## src/verilog/scc_regs.svh

```systemverilog
/*
  Register offsets, field positions, reset values and etu timing points
  for the smart card channel. Assumes an 8-bit Wishbone byte address.
*/
`ifndef SCC_REGS_SVH
`define SCC_REGS_SVH
// ----------------------------------------
// Offsets
// ----------------------------------------
`define SCC_ADR_MODE 8'h00
`define SCC_ADR_BRR 8'h04
`define SCC_ADR_CTRL 8'h08
`define SCC_ADR_TDR 8'h0C
`define SCC_ADR_STAT 8'h10
`define SCC_ADR_RDR 8'h14
`define SCC_ADR_CMR 8'h18
`define SCC_ADR_PORT 8'h1C
// ----------------------------------------
// Field positions
// ----------------------------------------
`define SCC_MODE_TSEL 7
`define SCC_MODE_ODD 4
`define SCC_CTRL_TE 5
`define SCC_CTRL_RE 4
`define SCC_CTRL_CKLVL 1
`define SCC_CTRL_CKOE 0
`define SCC_CMR_BIT_ORDER_SELECT 3
`define SCC_CMR_DATA_INVERT_SELECT 2
`define SCC_CMR_CARD_MODE_ENABLE 0
`define SCC_PORT_DIR 3
`define SCC_PORT_VAL 2
// ----------------------------------------
// Reset values
// ----------------------------------------
`define SCC_RST_BRR 8'hFF
`define SCC_RST_TDR 8'hFF
// ----------------------------------------
// Timing, in card clocks and half etu
// ----------------------------------------
`define SCC_ETU_CARD_CLKS 372
`define SCC_HALF_ETU_LAST 8'(`SCC_ETU_CARD_CLKS / 2 - 1)
`define SCC_H_TX_REL 5'h14
`define SCC_H_ERR_SMP 5'h16
`define SCC_H_RETRY 5'h18
`define SCC_H_TEND0 5'h19
`define SCC_H_TEND1 5'h16
`define SCC_H_PARITY 5'h13
`define SCC_H_RX_DONE 5'h14
`define SCC_H_ERR_OFF 5'h17
`endif

```

## src/verilog/scc_pkg.sv

```systemverilog
/*
  Types of the smart card channel. Assumes scc_regs.svh for constants.
*/
package scc_pkg;
  // Wishbone request from the master
  typedef struct packed {
    logic cyc;
    logic stb;
    logic we;
    logic [7:0] adr;
    logic [3:0] sel;
    logic [31:0] dat;
  } scc_wb_req_t;
  // Frame engine states
  typedef enum logic [1:0] {ST_IDLE, ST_TX, ST_RX} scc_state_t;
endpackage : scc_pkg

```

## src/verilog/scc_top.sv

```systemverilog
/*
  Smart card channel: Wishbone registers, card clock pin, convention
  handling and frame engine on one open-drain data line.
  Assumes an external pull-up on the data line and on the clock pin.
*/
// Design decisions made here: the Wishbone register port and the placing of the registers.
`timescale 1ns/1ps
`include "scc_regs.svh"
module scc_top (
  input wire logic CLK, // 100 MHz clock
  input wire logic RESET_N, // Sync reset, active low
  input scc_pkg::scc_wb_req_t WB_REQ, // Wishbone request
  output logic [31:0] WB_DAT_O, // Read data
  output logic WB_ACK_O, // Wishbone ack
  input wire logic DATA_I, // Data line level
  output logic DATA_O, // Data drive value, always low
  output logic DATA_OE, // Pull data line low
  input wire logic SCK_I, // Clock pin level
  output logic SCK_O, // Clock pin value
  output logic SCK_OE // Clock pin drive enable
);
  import scc_pkg::*;
  // ----------------------------------------
  // Decode helpers
  // ----------------------------------------
  // Register index from byte address, 4'hF when unmapped
  function automatic logic [3:0] reg_idx(input logic [7:0] adr);
    reg_idx = (adr[1:0] == 2'b00 && adr <= `SCC_ADR_PORT) ? {1'b0, adr[4:2]} : 4'hF;
  endfunction : reg_idx
  // Logical data bit k taken in line order
  function automatic logic conv_bit(input logic [7:0] d, input logic [2:0] k, input logic msb1st);
    conv_bit = msb1st ? d[3'h7 - k] : d[k];
  endfunction : conv_bit
  // ----------------------------------------
  // Pin synchronisers
  // ----------------------------------------
  logic [1:0] pin_in; // Raw pin levels
  logic [1:0] sync1_r; // First stage, read by second only
  logic [1:0] sync2_r; // Safe levels
  logic line; // Synced data line
  logic sck_pin; // Synced clock pin
  assign pin_in = {SCK_I, DATA_I};
  generate
    for (genvar g = 0; g < 2; g++) begin : g_sync
      // Two flops per pin, idle high like the pull-ups
      always_ff @(posedge CLK) begin
        if (!RESET_N) begin
          sync1_r[g] <= 1'b1;
          sync2_r[g] <= 1'b1;
        end else begin
          sync1_r[g] <= pin_in[g];
          sync2_r[g] <= sync1_r[g];
        end
      end
    end
  endgenerate
  assign line = sync2_r[0];
  assign sck_pin = sync2_r[1];
  // ----------------------------------------
  // Wishbone slave
  // ----------------------------------------
  logic req; // Live request
  logic wr_en; // Write commits at the ack edge
  logic [3:0] widx; // Decoded index
  logic [7:0] wd; // Low byte of write data
  logic [7:0] rd_byte; // Read mux
  assign req = WB_REQ.cyc && WB_REQ.stb;
  assign widx = reg_idx(WB_REQ.adr);
  assign wr_en = req && WB_ACK_O && WB_REQ.we && WB_REQ.sel[0];
  assign wd = WB_REQ.dat[7:0];
  // Ack one cycle after the request, dropped the cycle after
  always_ff @(posedge CLK) begin
    if (!RESET_N) begin
      WB_ACK_O <= 1'b0;
      WB_DAT_O <= 32'h00000000;
    end else begin
      WB_ACK_O <= req && !WB_ACK_O;
      if (req && !WB_ACK_O) begin
        WB_DAT_O <= {24'h000000, rd_byte};
      end
    end
  end
  // ----------------------------------------
  // Configuration registers
  // ----------------------------------------
  logic [7:0] mode_r; // serial_mode_setting
  logic [7:0] brr_r; // bit_rate_divisor
  logic [7:0] ctrl_r; // serial_control
  logic [7:0] tdr_r; // transmit_holding
  logic [7:0] rdr_r; // receive_holding
  logic [7:0] cmr_r; // card_mode_control
  logic [1:0] port_r; // clock_port_direction, clock_port_value
  logic timing_select; // End flag and clock level mode
  logic parity_odd; // Parity sense
  logic transmit_enable; // Transmitter on
  logic receive_enable; // Receiver on
  logic card_mode_enable; // Channel active
  logic bit_order_select; // MSB first
  logic data_invert_select; // Invert data bits
  assign timing_select = mode_r[`SCC_MODE_TSEL];
  assign parity_odd = mode_r[`SCC_MODE_ODD];
  assign transmit_enable = ctrl_r[`SCC_CTRL_TE];
  assign receive_enable = ctrl_r[`SCC_CTRL_RE];
  assign card_mode_enable = cmr_r[`SCC_CMR_CARD_MODE_ENABLE];
  assign bit_order_select = cmr_r[`SCC_CMR_BIT_ORDER_SELECT];
  assign data_invert_select = cmr_r[`SCC_CMR_DATA_INVERT_SELECT];
  // Fixed-value mode bits are stored as written; software keeps them right
  always_ff @(posedge CLK) begin
    if (!RESET_N) begin
      mode_r <= 8'h00;
      brr_r <= `SCC_RST_BRR;
      ctrl_r <= 8'h00;
      tdr_r <= `SCC_RST_TDR;
      cmr_r <= 8'h00;
      port_r <= 2'b00;
    end else if (wr_en) begin
      case (widx)
        4'h0: mode_r <= wd;
        4'h1: brr_r <= wd;
        4'h2: ctrl_r <= wd;
        4'h3: tdr_r <= wd;
        4'h6: cmr_r <= wd & 8'h0D;
        4'h7: port_r <= wd[3:2];
        default: ;
      endcase
    end
  end
  // ----------------------------------------
  // Card clock and etu timing
  // ----------------------------------------
  logic card_phase; // Generated card clock
  logic card_rise; // Card clock rising edge
  scc_clkgen u_clkgen (
    .clk(CLK),
    .reset_n(RESET_N),
    .cks(mode_r[1:0]),
    .brr(brr_r),
    .phase(card_phase),
    .rise(card_rise)
  );
  scc_state_t state_r; // Frame engine state
  logic [7:0] cc_r; // Card clocks in this half etu
  logic [4:0] half_r; // Half etu since start bit
  logic [4:0] h_nxt; // Half etu about to begin
  logic half_tick; // Half etu boundary
  logic err_r; // Error signal seen this frame
  logic restart; // Retransmit begins
  assign half_tick = card_rise && (cc_r == `SCC_HALF_ETU_LAST);
  assign h_nxt = half_r + 5'h01;
  assign restart = (state_r == ST_TX) && err_r && half_tick && (h_nxt == `SCC_H_RETRY);
  // Bit time counted only from card clocks, never an outside clock
  always_ff @(posedge CLK) begin
    if (!RESET_N) begin
      cc_r <= 8'h00;
      half_r <= 5'h00;
    end else if (state_r == ST_IDLE || restart) begin
      cc_r <= 8'h00;
      half_r <= 5'h00;
    end else if (card_rise) begin
      cc_r <= half_tick ? 8'h00 : cc_r + 8'h01;
      if (half_tick) begin
        half_r <= h_nxt;
      end
    end
  end
  // ----------------------------------------
  // Transmit bit on the line
  // ----------------------------------------
  logic [7:0] tx_byte_r; // Character being sent
  logic tx_bit; // Line value of current bit
  logic [3:0] bit_k; // Bit slot, 0 is start, 9 is parity
  assign bit_k = half_r[4:1];
  // Data bits inverted by convention, parity sense carries the rest
  always_comb begin
    tx_bit = 1'b1;
    if (bit_k == 4'h0) begin
      tx_bit = 1'b0;
    end else if (bit_k <= 4'h8) begin
      tx_bit = conv_bit(tx_byte_r, 3'(bit_k - 4'h1), bit_order_select) ^ data_invert_select;
    end else if (bit_k == 4'h9) begin
      tx_bit = ^tx_byte_r ^ parity_odd;
    end
  end
  // ----------------------------------------
  // Frame engine
  // ----------------------------------------
  logic [7:0] rx_byte_r; // Character being received
  logic par_err_r; // Parity failed on this frame
  logic tx_done; // Character accepted by card
  logic err_now; // Error signal at sample point
  logic rx_store; // Receive character complete
  logic rx_par_bad; // Parity check result
  logic transmit_empty_flag_r; // transmit_empty_flag
  assign err_now = (state_r == ST_TX) && half_tick && (h_nxt == `SCC_H_ERR_SMP) && !line;
  assign tx_done = (state_r == ST_TX) && half_tick && !err_r && !err_now
    && (h_nxt == (timing_select ? `SCC_H_TEND1 : `SCC_H_TEND0));
  assign rx_par_bad = (^rx_byte_r ^ line ^ parity_odd) != 1'b0;
  assign rx_store = (state_r == ST_RX) && half_tick && (h_nxt == `SCC_H_PARITY);
  // Whole engine halts while card mode is off
  always_ff @(posedge CLK) begin
    if (!RESET_N) begin
      state_r <= ST_IDLE;
      tx_byte_r <= 8'h00;
      rx_byte_r <= 8'h00;
      err_r <= 1'b0;
      par_err_r <= 1'b0;
    end else if (!card_mode_enable) begin
      state_r <= ST_IDLE;
    end else begin
      case (state_r)
        ST_IDLE: begin
          err_r <= 1'b0;
          par_err_r <= 1'b0;
          if (transmit_enable && !transmit_empty_flag_r) begin
            state_r <= ST_TX;
            tx_byte_r <= tdr_r;
          end else if (receive_enable && !line) begin
            state_r <= ST_RX;
          end
        end
        ST_TX: begin
          // Sample the error signal mid-pulse, then end or resend
          if (err_now) begin
            err_r <= 1'b1;
          end
          if (!transmit_enable || tx_done) begin
            state_r <= ST_IDLE;
          end else if (restart) begin
            err_r <= 1'b0;
          end
        end
        ST_RX: begin
          if (half_tick && h_nxt[0] && h_nxt >= 5'h03 && h_nxt <= 5'h11) begin
            rx_byte_r[bit_order_select ? 3'(5'h08 - h_nxt[4:1]) : 3'(h_nxt[4:1] - 5'h01)]
              <= line ^ data_invert_select;
          end
          if (half_tick && h_nxt == 5'h01 && line) begin
            state_r <= ST_IDLE; // Glitch, not a start bit
          end
          if (rx_store) begin
            par_err_r <= rx_par_bad;
          end
          if (!receive_enable || (half_tick && h_nxt == `SCC_H_RX_DONE && !par_err_r)
              || (half_tick && h_nxt == `SCC_H_ERR_OFF)) begin
            state_r <= ST_IDLE;
          end
        end
        default: state_r <= ST_IDLE;
      endcase
    end
  end
  // ----------------------------------------
  // Status flags, set wins over software clear
  // ----------------------------------------
  logic receive_full_flag_r; // receive_full_flag
  logic orer_r; // Overrun
  logic ers_r; // error_signal_flag
  logic per_r; // Parity error
  logic transmit_end_flag_r; // transmit_end_flag
  logic stat_wr; // Status write strobe
  assign stat_wr = wr_en && widx == 4'h4;
  // Zero written to a flag clears it; clearing empty also clears end
  always_ff @(posedge CLK) begin
    if (!RESET_N) begin
      transmit_empty_flag_r <= 1'b1;
      receive_full_flag_r <= 1'b0;
      orer_r <= 1'b0;
      ers_r <= 1'b0;
      per_r <= 1'b0;
      transmit_end_flag_r <= 1'b1;
    end else begin
      transmit_empty_flag_r <= tx_done || (transmit_empty_flag_r && !(stat_wr && !wd[7]));
      transmit_end_flag_r <= tx_done || (!transmit_enable && !ers_r) || (transmit_end_flag_r && !(stat_wr && !wd[7]));
      receive_full_flag_r <= (rx_store && !receive_full_flag_r) || (receive_full_flag_r && !(stat_wr && !wd[6]));
      orer_r <= (rx_store && receive_full_flag_r) || (orer_r && !(stat_wr && !wd[5]));
      ers_r <= err_now || (ers_r && !(stat_wr && !wd[4]));
      per_r <= (rx_store && rx_par_bad) || (per_r && !(stat_wr && !wd[3]));
    end
  end
  // Received data kept even on parity error, lost on overrun
  always_ff @(posedge CLK) begin
    if (!RESET_N) begin
      rdr_r <= 8'h00;
    end else if (rx_store && !receive_full_flag_r) begin
      rdr_r <= rx_byte_r;
    end
  end
  // ----------------------------------------
  // Read mux
  // ----------------------------------------
  always_comb begin
    case (widx)
      4'h0: rd_byte = mode_r;
      4'h1: rd_byte = brr_r;
      4'h2: rd_byte = ctrl_r;
      4'h3: rd_byte = tdr_r;
      4'h4: rd_byte = {transmit_empty_flag_r, receive_full_flag_r, orer_r, ers_r, per_r, transmit_end_flag_r, 2'b00};
      4'h5: rd_byte = rdr_r;
      4'h6: rd_byte = cmr_r;
      4'h7: rd_byte = {4'h0, port_r[1], port_r[1] ? port_r[0] : sck_pin, 2'b00};
      default: rd_byte = 8'h00;
    endcase
  end
  // ----------------------------------------
  // Data line drive
  // ----------------------------------------
  // Open drain: only ever pulls low, idle release lets the pull-up win
  always_ff @(posedge CLK) begin
    if (!RESET_N) begin
      DATA_OE <= 1'b0;
      DATA_O <= 1'b0;
    end else begin
      DATA_O <= 1'b0;
      DATA_OE <= card_mode_enable && (((state_r == ST_TX) && half_r < `SCC_H_TX_REL && !tx_bit)
        || ((state_r == ST_RX) && par_err_r && half_r > `SCC_H_RX_DONE));
    end
  end
  // ----------------------------------------
  // Card clock pin
  // ----------------------------------------
  // Clock enable wins while card mode is on; level mode only with timing select
  always_ff @(posedge CLK) begin
    if (!RESET_N) begin
      SCK_O <= 1'b0;
      SCK_OE <= 1'b0;
    end else if (card_mode_enable && ctrl_r[`SCC_CTRL_CKOE]) begin
      SCK_O <= card_phase;
      SCK_OE <= 1'b1;
    end else if (card_mode_enable && timing_select) begin
      SCK_O <= ctrl_r[`SCC_CTRL_CKLVL];
      SCK_OE <= 1'b1;
    end else begin
      SCK_O <= port_r[0];
      SCK_OE <= port_r[1];
    end
  end
  // ----------------------------------------
  // Checks
  // ----------------------------------------
  chk_port_pin_mode: assert property (@(posedge CLK) disable iff (!RESET_N)
    (card_mode_enable && !timing_select && ctrl_r[1:0] == 2'b00)
      |=> (SCK_OE == $past(port_r[1])) && (SCK_O == $past(port_r[0])))
    else $error("clock pin not in port mode");
  chk_fixed_level: assert property (@(posedge CLK) disable iff (!RESET_N)
    (card_mode_enable && timing_select && !ctrl_r[0]) |=> SCK_OE && (SCK_O == $past(ctrl_r[1])))
    else $error("clock pin level wrong");
  chk_clock_out: assert property (@(posedge CLK) disable iff (!RESET_N)
    (card_mode_enable && ctrl_r[0]) |=> SCK_OE && (SCK_O == $past(card_phase)))
    else $error("clock pin not driving clock");
  chk_mode_gate: assert property (@(posedge CLK) disable iff (!RESET_N)
    !card_mode_enable |=> state_r == ST_IDLE) else $error("engine active outside card mode");
  chk_line_release: assert property (@(posedge CLK) disable iff (!RESET_N)
    !card_mode_enable ##1 !card_mode_enable |-> !DATA_OE) else $error("data line driven while off");
  chk_transmit_end_flag_point: assert property (@(posedge CLK) disable iff (!RESET_N)
    tx_done |-> ((h_nxt == (timing_select ? 5'h16 : 5'h19)) && !err_r) ##1 (transmit_end_flag_r && transmit_empty_flag_r))
    else $error("end flag at wrong etu");
  chk_error_pulse: assert property (@(posedge CLK) disable iff (!RESET_N)
    (state_r == ST_RX && par_err_r && half_tick && h_nxt == 5'h15 && card_mode_enable)
      |-> ##2 DATA_OE) else $error("no error signal after parity error");
  chk_retry_start: assert property (@(posedge CLK) disable iff (!RESET_N)
    (restart && transmit_enable && card_mode_enable) |=> (state_r == ST_TX) && (half_r == 5'h00))
    else $error("resend did not restart frame");
  chk_etu_lock: assert property (@(posedge CLK) disable iff (!RESET_N)
    (state_r != ST_IDLE && half_r != 5'h00 && $changed(half_r)) |-> $past(card_rise))
    else $error("bit time moved without card clock");
endmodule : scc_top

```

## src/verilog/scc_clkgen.sv

```systemverilog
/*
  Baud generator: free running card clock of 372 times the bit rate.
  Assumes prescaler and divisor come from registers on the same clock.
*/
`timescale 1ns/1ps
module scc_clkgen (
  input wire logic clk, // Peripheral clock
  input wire logic reset_n, // Sync reset, active low
  input wire logic [1:0] cks, // Prescaler exponent n
  input wire logic [7:0] brr, // Divisor N
  output logic phase, // Card clock level
  output logic rise // One-cycle pulse at card clock rise
);
  // ----------------------------------------
  // Counters
  // ----------------------------------------
  logic [5:0] pre_r; // Prescale of 4^n
  logic [7:0] div_r; // Divisor count
  logic [5:0] pre_last; // 4^n - 1
  logic wrap; // Half period done
  assign pre_last = 6'((7'h01 << {cks, 1'b0}) - 7'h01);
  assign wrap = (pre_r >= pre_last) && (div_r >= brr);
  // Half period is 4^n*(N+1) clocks: never gated, so duty stays fixed
  always_ff @(posedge clk) begin
    if (!reset_n) begin
      pre_r <= 6'h00;
      div_r <= 8'h00;
      phase <= 1'b0;
      rise <= 1'b0;
    end else begin
      rise <= wrap && !phase;
      if (pre_r >= pre_last) begin
        pre_r <= 6'h00;
        div_r <= wrap ? 8'h00 : div_r + 8'h01;
      end else begin
        pre_r <= pre_r + 6'h01;
      end
      if (wrap) begin
        phase <= !phase;
      end
    end
  end
  // A half period of one cycle is legal at n=0, N=0, so check the restart instead
  chk_half_period: assert property (@(posedge clk) disable iff (!reset_n)
    wrap |=> (pre_r == 6'h00) && (div_r == 8'h00) && (phase != $past(phase)))
    else $error("card clock half period did not restart");
endmodule : scc_clkgen

```

## config.mk

```make
export PLATFORM = sky130hd
export DESIGN_NAME = scc_top
export DESIGN_NICKNAME = d
export VERILOG_FILES = /design/src/verilog/scc_pkg.sv /design/src/verilog/scc_top.sv /design/src/verilog/scc_clkgen.sv
export VERILOG_INCLUDE_DIRS = /design/src /design/src/verilog
export SDC_FILE = /design/constraint.sdc
export NUM_CORES = 1
export LEC_CHECK = 0
export BUFFER_PORTS_ARGS = -buffer_cell sky130_fd_sc_hd__buf_2
export CAP_MARGIN = 20
export CORE_ASPECT_RATIO = 0.9
export CORE_UTILIZATION = 50
export CTS_CLUSTER_DIAMETER = 60
export DETAILED_ROUTE_END_ITERATION = 16
export GPL_TIMING_DRIVEN = 1
export PLACE_DENSITY = 0.85
export SLEW_MARGIN = 0
export SYNTH_ARGS = -nofsm -noshare
export SYNTH_HDL_FRONTEND = slang
export SYNTH_SLANG_ARGS = --single-unit
```

## constraint.sdc

```tcl
create_clock -name CLK -period 2.4 [get_ports CLK]
set_input_delay 0.24 -clock CLK [delete_from_list [all_inputs] [get_ports CLK]]
set_output_delay 0.24 -clock CLK [all_outputs]
set_load 0.1 [all_outputs]
```

Word level (Yosys, flattened, before mapping)
Index checks and enable logic that the tools add are counted.

storage, ports and cells
  output and inout bits = 37
  memory bits (writable) = 0
  register bits after elaboration = 116
  latch bits = 0
  word-level logic and storage cells = 228
  memories = 0
  memory bits (read-only) = 0

cells by class
  equality and inequality tests = 22
  bitwise operators = 6
  reduce and logical (&&, ||, !) cells = 111
  $mul = 0
  mux-type cells = 34
  shift operators = 1
  $lt $le $gt $ge = 12
  divide/modulo/power cells = 0
  $add $sub $neg = 9

operator list
  kind                                                                              number
  8-bit one-hot mux with 8 select lines                                             1
  1-bit logical AND                                                                 54
  5-bit equality test, second input constant                                        5
  1-bit logical NOT                                                                 22
  2-bit AND reduction                                                               9
  8-bit by 1-bit adder with 8-bit output, second input constant                     2
  4-bit by 3-bit equality test with 1-bit output, second input constant             4
  1-bit 2-to-1 mux                                                                  16
  8-bit 2-to-1 mux                                                                  2
  8-bit XOR reduction                                                               2
  1-bit logical OR                                                                  12
  3-bit by 4-bit < comparator with 1-bit output, second input constant              3
  3-bit AND reduction                                                               4
  2-bit 2-to-1 mux                                                                  5
  8-bit bitwise mux                                                                 1
  4-bit by 2-bit equality test with 1-bit output, second input constant             2
  8-bit equality test, second input constant                                        1
  8-bit >= comparator                                                               1
  8-bit by 5-bit less-or-equal comparator with 1-bit output, second input constant  1
  4-bit logical NOT                                                                 2
  4-bit 2-to-1 mux                                                                  2
  6-bit by 1-bit adder with 6-bit output, second input constant                     1
  1-bit binary-select mux with 3-bit select                                         2
  6-bit >= comparator                                                               1
  29 further kinds                                                                  40

Depth between registers and ports, before layout
  depth after elaboration = 12
  gate-level depth with buffers = 11

By module
Synthesis repeated with hierarchy kept, for this count alone.

unflattened totals
  cell total of the unflattened synthesis = 725
  area, all modules = 6620.1 um^2

modules (own cells, without submodules)
  module      instances  cells each  area each (um^2)  seq. area each (um^2)
  scc_top     1          599         5566.6            2001.9
  scc_clkgen  1          126         1053.5            320.3

Least setup slack after synthesis
OpenSTA, ideal clock, no wires.

  kind = register -> register
  start = register half_r[1]
  end = register rx_byte_r[4]
  cell stages (with the launch flop) = 11
  library setup time = 0.125 ns
  arrival = 2.490 ns
  path buffers = 1
  slack = -0.215 ns
  cells stage by stage = dfxtp_1 clkbuf_1 inv_1 ha_1 inv_1 ha_1 o311ai_0 a32o_1 nand4_2 o211ai_1 o31ai_1

on the way
  cells in the longest elaborated chain, start to end = 8
  elaborated cells between the ends (all ways) = 15
  classes of those cells = add/sub (3); order compare (4); mux (4); reduce/logical (4)

ends and longest elaborated chain
  element                                                                                                                                line            RTL
  from (decl)                                                                                                                            scc_top.sv:143  logic [4:0] half_r;
  from (signal assigned)                                                                                                                 scc_top.sv:162  half_r <= h_nxt;
  5-bit by 1-bit adder with 5-bit output (*)                                                                                             scc_top.sv:149  assign h_nxt = half_r + 5'h01;
  net h_nxt[1]                                                                                                                           scc_top.sv:144  logic [4:0] h_nxt;
  3-bit by 1-bit subtractor with 3-bit output or 1-bit by 3-bit subtractor with 3-bit output (tied branches)                             scc_top.sv:234  rx_byte_r[bit_order_select ? 3'(5'h08 - h_nxt[4:1]) : 3'(h_nxt[4:1] - 5'h01)]
  3-bit 2-to-1 mux                                                                                                                       scc_top.sv:234
  3-bit by 4-bit < comparator with 1-bit output (not written as such) or 3-bit by 1-bit >= comparator with 1-bit output (tied branches)  scc_top.sv:234
  1-bit logical AND (not written as such)                                                                                                scc_top.sv:234
  1-bit 2-to-1 mux                                                                                                                       scc_top.sv:234
  1-bit demux with 3-bit select                                                                                                          scc_top.sv:234
  8-bit bitwise mux                                                                                                                      scc_top.sv:234
  to (signal assigned)                                                                                                                   scc_top.sv:204  rx_byte_r <= 8'h00;
  to (decl)                                                                                                                              scc_top.sv:187  logic [7:0] rx_byte_r;

The timed path passes the listed nets; every way through them passes the cells marked *.
A chain may end at the register's enable or synchronous reset.

Worst setup path after layout
  start = register mode_r[0]
  end = register u_clkgen.div_r[5]

on the way
  cells in the longest elaborated chain, start to end = 5

ends and longest elaborated chain
  element                                          line                                RTL
  from (decl)                                      scc_top.sv:86                       logic [7:0] mode_r;
  from (signal assigned)                           scc_top.sv:118                      4'h0: mode_r <= wd;
  1-bit by 3-bit << shifter with 6-bit output (*)  scc_clkgen.sv:21                    assign pre_last = 6'((7'h01 << {cks, 1'b0}) - 7'h01);
  6-bit by 1-bit subtractor with 6-bit output (*)  scc_clkgen.sv:21
  6-bit >= comparator (*)                          scc_clkgen.sv:22, scc_clkgen.sv:32
  1-bit logical AND                                scc_clkgen.sv:22                    assign wrap = (pre_r >= pre_last) && (div_r >= brr);
  8-bit 2-to-1 mux                                 scc_clkgen.sv:34                    div_r <= wrap ? 8'h00 : div_r + 8'h01;
  to (signal assigned)                             scc_clkgen.sv:34
  to (decl)                                        scc_clkgen.sv:18                    logic [7:0] div_r;

Every way passes the cells marked *; elsewhere a longest branch is shown, timed or not.

==> impl_metrics.py <==
metrics = {
    "global_route": {
        "gr-usage-all-layers_pct": 23.6,
        "grt_overflow": 0,
        "antenna_found_initial": 0,
        "grt_max_degree": 52,
        "grt_first_pass_wirelength_mm": 23.6,
        "grt_pass1_vias": 4725,
    },
    "critical_path": {
        "r2r-start": "mode_r[0]",
        "cpMostUsedCell": "ha_1",
        "crit_path_end": "u_clkgen.div_r[5]",
        "required_ns": 2.72,
        "cp_slowest_cell": "dfxtp_1",
        "worstPathArrival_ns": 2.62,
        "slowest_delay_ns": 0.31,
        "r2r_end": "u_clkgen.div_r[5]",
        "cp_cell_sequence": "or2_4 -> ha_1 -> ha_1 -> o21a_1 -> o21ai_2 -> o31a_1 -> buf_4 -> nor3_1 -> xnor2_1 -> nor2_1",
        "crit_path_start": "mode_r[0]",
        "cp_max_fo": 5,
        "startpoint_type": "flop",
        "end_kind": "flop",
        "r2r_slack_ns": 0.1,
        "worstSetupPathType": "flop to flop",
        "rr_worst_depth": 10,
    },
    "layout": {
        "fin_nets": 817,
        "multi_input_comb_area_um2": 3760,
        "diodes": 0,
        "fillCellCount": 991,
        "register_area_um2": 2320,
        "fin_cells": 908,
        "synthToLayoutAreaGrowth_pct": 16.4,
        "design_area_um2": 7330,
        "layout-drive-gt1-share_pct": 18.4,
    },
    "sta": {
        "fmax_ghz": 0.434,
        "slew_headroom_pct": 63.3,
        "skew_ns": 0.00564,
        "setup_tns_ns": 0,
        "finalCriticalPeriod_ns": 2.30,
        "hold-worst-slack_ns": 0.00461,
        "final-max-slew-violation-count": 0,
        "post-route-period-util_pct": 96.0,
        "hold_viol_final": 0,
        "worst_pin_slew_ns": 0.550,
        "setup_viol": 0,
    },
    "yosys": {
        "synthCells": 686,
        "synth_edf_count": 0,
        "syn_area_per_cell_um2": 9.18,
        "yosys.area.top_type_share_pct": 36.9,
        "syn_area_um2": 6290,
        "synthTopCellsByArea": "dfxtp_1 (37%), mux2i_1 (10%), ha_1 (6.2%)",
        "synth-main-ff-cell": "dfxtp_1",
        "yosysUniqueCellTypes": 62,
        "yosysMostFrequentCell": "dfxtp_1",
        "ys_seq_area_share_pct": 36.9,
        "synthTopCellsByCount": "dfxtp_1 (116), nor2_1 (91), mux2i_1 (66)",
        "yosysTopAreaCell": "dfxtp_1",
        "ys_ff_latch": 116,
        "async_flop_share_pct": 0,
        "yosys_warnings": 0,
    },
    "placement": {
        "placed_cell_area_um2": 6650,
        "dp_cells": 872,
        "gp_congestion": 0.882,
        "place_hpwl_mm": 10.2,
        "portBuffers": 35,
    },
    "pwr": {
        "swShare_pct": 24.9,
        "p_leak_nw": 2.98,
        "clockPowerShare_pct": 50.8,
        "p_int_w": 0.00349,
        "power_density_nw_per_um2": 634,
        "net-switching-power_w": 0.00116,
        "seq_power_share_pct": 41.9,
        "ir_worst_vdd_uv": 479,
        "combPwrFrac_pct": 7.3,
    },
    "route": {
        "first_pass_iters": 5,
        "vias_per_cell": 5.61,
        "ant_nets": 0,
        "routed_wirelength_mm": 15.0,
        "avgRoutedWirePerCell_um": 16.5,
        "drt_iter0_drc": 429,
        "drc_errors": 0,
        "vias": 5093,
    },
    "clock_tree": {
        "cts_root_buf": "clkbuf_16",
        "cts_buffer_depth": 2,
        "clkSinkCount": 116,
        "insertion_delay_ns": 0.42,
        "path_clk_slew_ns": 0.05,
        "htree_levels": 4,
        "cts_inserted_buffers": 17,
        "cts_tree": "done",
    },
    "run_status": {
        "status": "completed",
    },
    "die": {
        "ios": 88,
        "dieArea_um2": 13000,
        "fp.coreArea_um2": 12200,
        "num_rows": 38,
        "initial_core_util_pct": 51.7,
        "die_y_um": 108,
        "die-width_um": 120,
    },
    "flow_run": {
        "maxCapViolations": 0,
    },
    "worst_hold_path": {
        "hp-class": "input port to flop",
    },
}
==> power groups by stage <==
stage	clock, W	combinational (W)	sequential, W
global placement	0	0.000330	0.00198
floorplan	0	0.000301	0.00199
global route	0.00247	0.000355	0.00194
finish	0.00236	0.000339	0.00194
CTS	0.00236	0.000337	0.00194
detailed placement	0	0.000334	0.00198
==> placed cells by master, fill, tap and decap left out, types with 12 or more instances in the layout <==
master     count
xor2_1        18
nor2_1        90
conb_1        25
dfxtp_1      114
nand2_1       52
inv_1         27
ha_1          28
buf_2         35
o21ai_0       16
nand2b_1      15
clkbuf_16     17
a21oi_1       22
buf_4         25
o211ai_1      12
mux2i_1       66
xnor2_1       28
==> cell type report <==
cell class | instances | share of cell area [%]
Clock buffer | 22 | 6.47
Clock inverter | 10 | 1.11
Inverter | 29 | 1.49
Multi-Input combinational cell | 510 | 51.4
Sequential cell | 116 | 31.7
Tap cell | 160 | 2.73
Timing Repair Buffer | 61 | 5.11
==> worst max-delay path, delay by kind of cell (launching register included) <==
family | cells | cell delay [ns]
AO/OA/AOI/OAI | 3 | 0.50
XOR/XNOR | 1 | 0.14
adder cells (fa/ha/maj) | 2 | 0.55
buffers and inverters | 1 | 0.18
flip-flops | 1 | 0.31
AND/OR/NAND/NOR | 3 | 0.52
==> worst min path at each step <==
stage                             to  cells past startpoint       start  slack (ns)
after global placement          line                      1  sync1_r[0]        0.39
after CTS                 sync1_r[1]                      2       SCK_I       0.005
after detailed placement        line                      1  sync1_r[0]        0.40
final                     sync1_r[1]                      2       SCK_I       0.005
after global routing      sync1_r[0]                      2      DATA_I        0.01
after floorplan           sync1_r[0]                      1      DATA_I        0.34
==> layer usage <==
metal,global-route usage [%],vias to the layer above,wire [um]
li1,-,2443,-
met1,29.5,2400,6450
met2,38.2,209,7000
met3,6.12,41,1090
met4,10.8,0,437
met5,0,-,0
==> sequential cells by signal (all words and copies together), names as in the netlist, 2 cells and up <==
name            count
rx_byte_r           8
brr_r               8
rdr_r               8
u_clkgen.pre_r      6
port_r              2
half_r              5
cmr_r               3
mode_r              8
tdr_r               8
ctrl_r              8
cc_r                8
sync1_r             2
u_clkgen.div_r      8
state_r             2
WB_DAT_O            8
tx_byte_r           8
==> timing repair <==
| item | 4_1_cts | 5_1_grt |
|---|---|---|
| hold buffers | 0 | 0 |
| setup buffers | 2 | 2 |
| setup endpoints to repair | 11 | 32 |
| gates resized for setup | 4 | 17 |
| hold endpoints to repair | 0 | 0 |
| pin swaps | 3 | 5 |
| gates cloned | 0 | 0 |
==> logic make-up after synthesis <==
kind of cell / Yosys count / synth area share [%]
AO/OA/AOI/OAI: 97 / 10.1
adder cells (fa/ha/maj): 31 / 6.16
AND/OR/NAND/NOR: 228 / 18.1
multiplexers: 81 / 15.0
other: 1 / 0.0596
buffers and inverters: 84 / 6.68
flip-flops: 116 / 36.9
XOR/XNOR: 48 / 7.02
==> through the flow <==
| stage | utilization [%] | power (W) | setup WS [ns] |
|---|---|---|---|
| CTS | 59.5 | 0.00464 | 0.000556 |
| global placement | 54.6 | 0.00231 | -0.0744 |
| finish | 60.2 | 0.00464 | 0.0965 |
| global route | 60.2 | 0.00477 | -0.0105 |
| detailed placement | 54.6 | 0.00232 | -0.107 |
| floorplan | - | 0.00229 | -0.0111 |
Note: power is estimated with default switching activity, not from simulation.
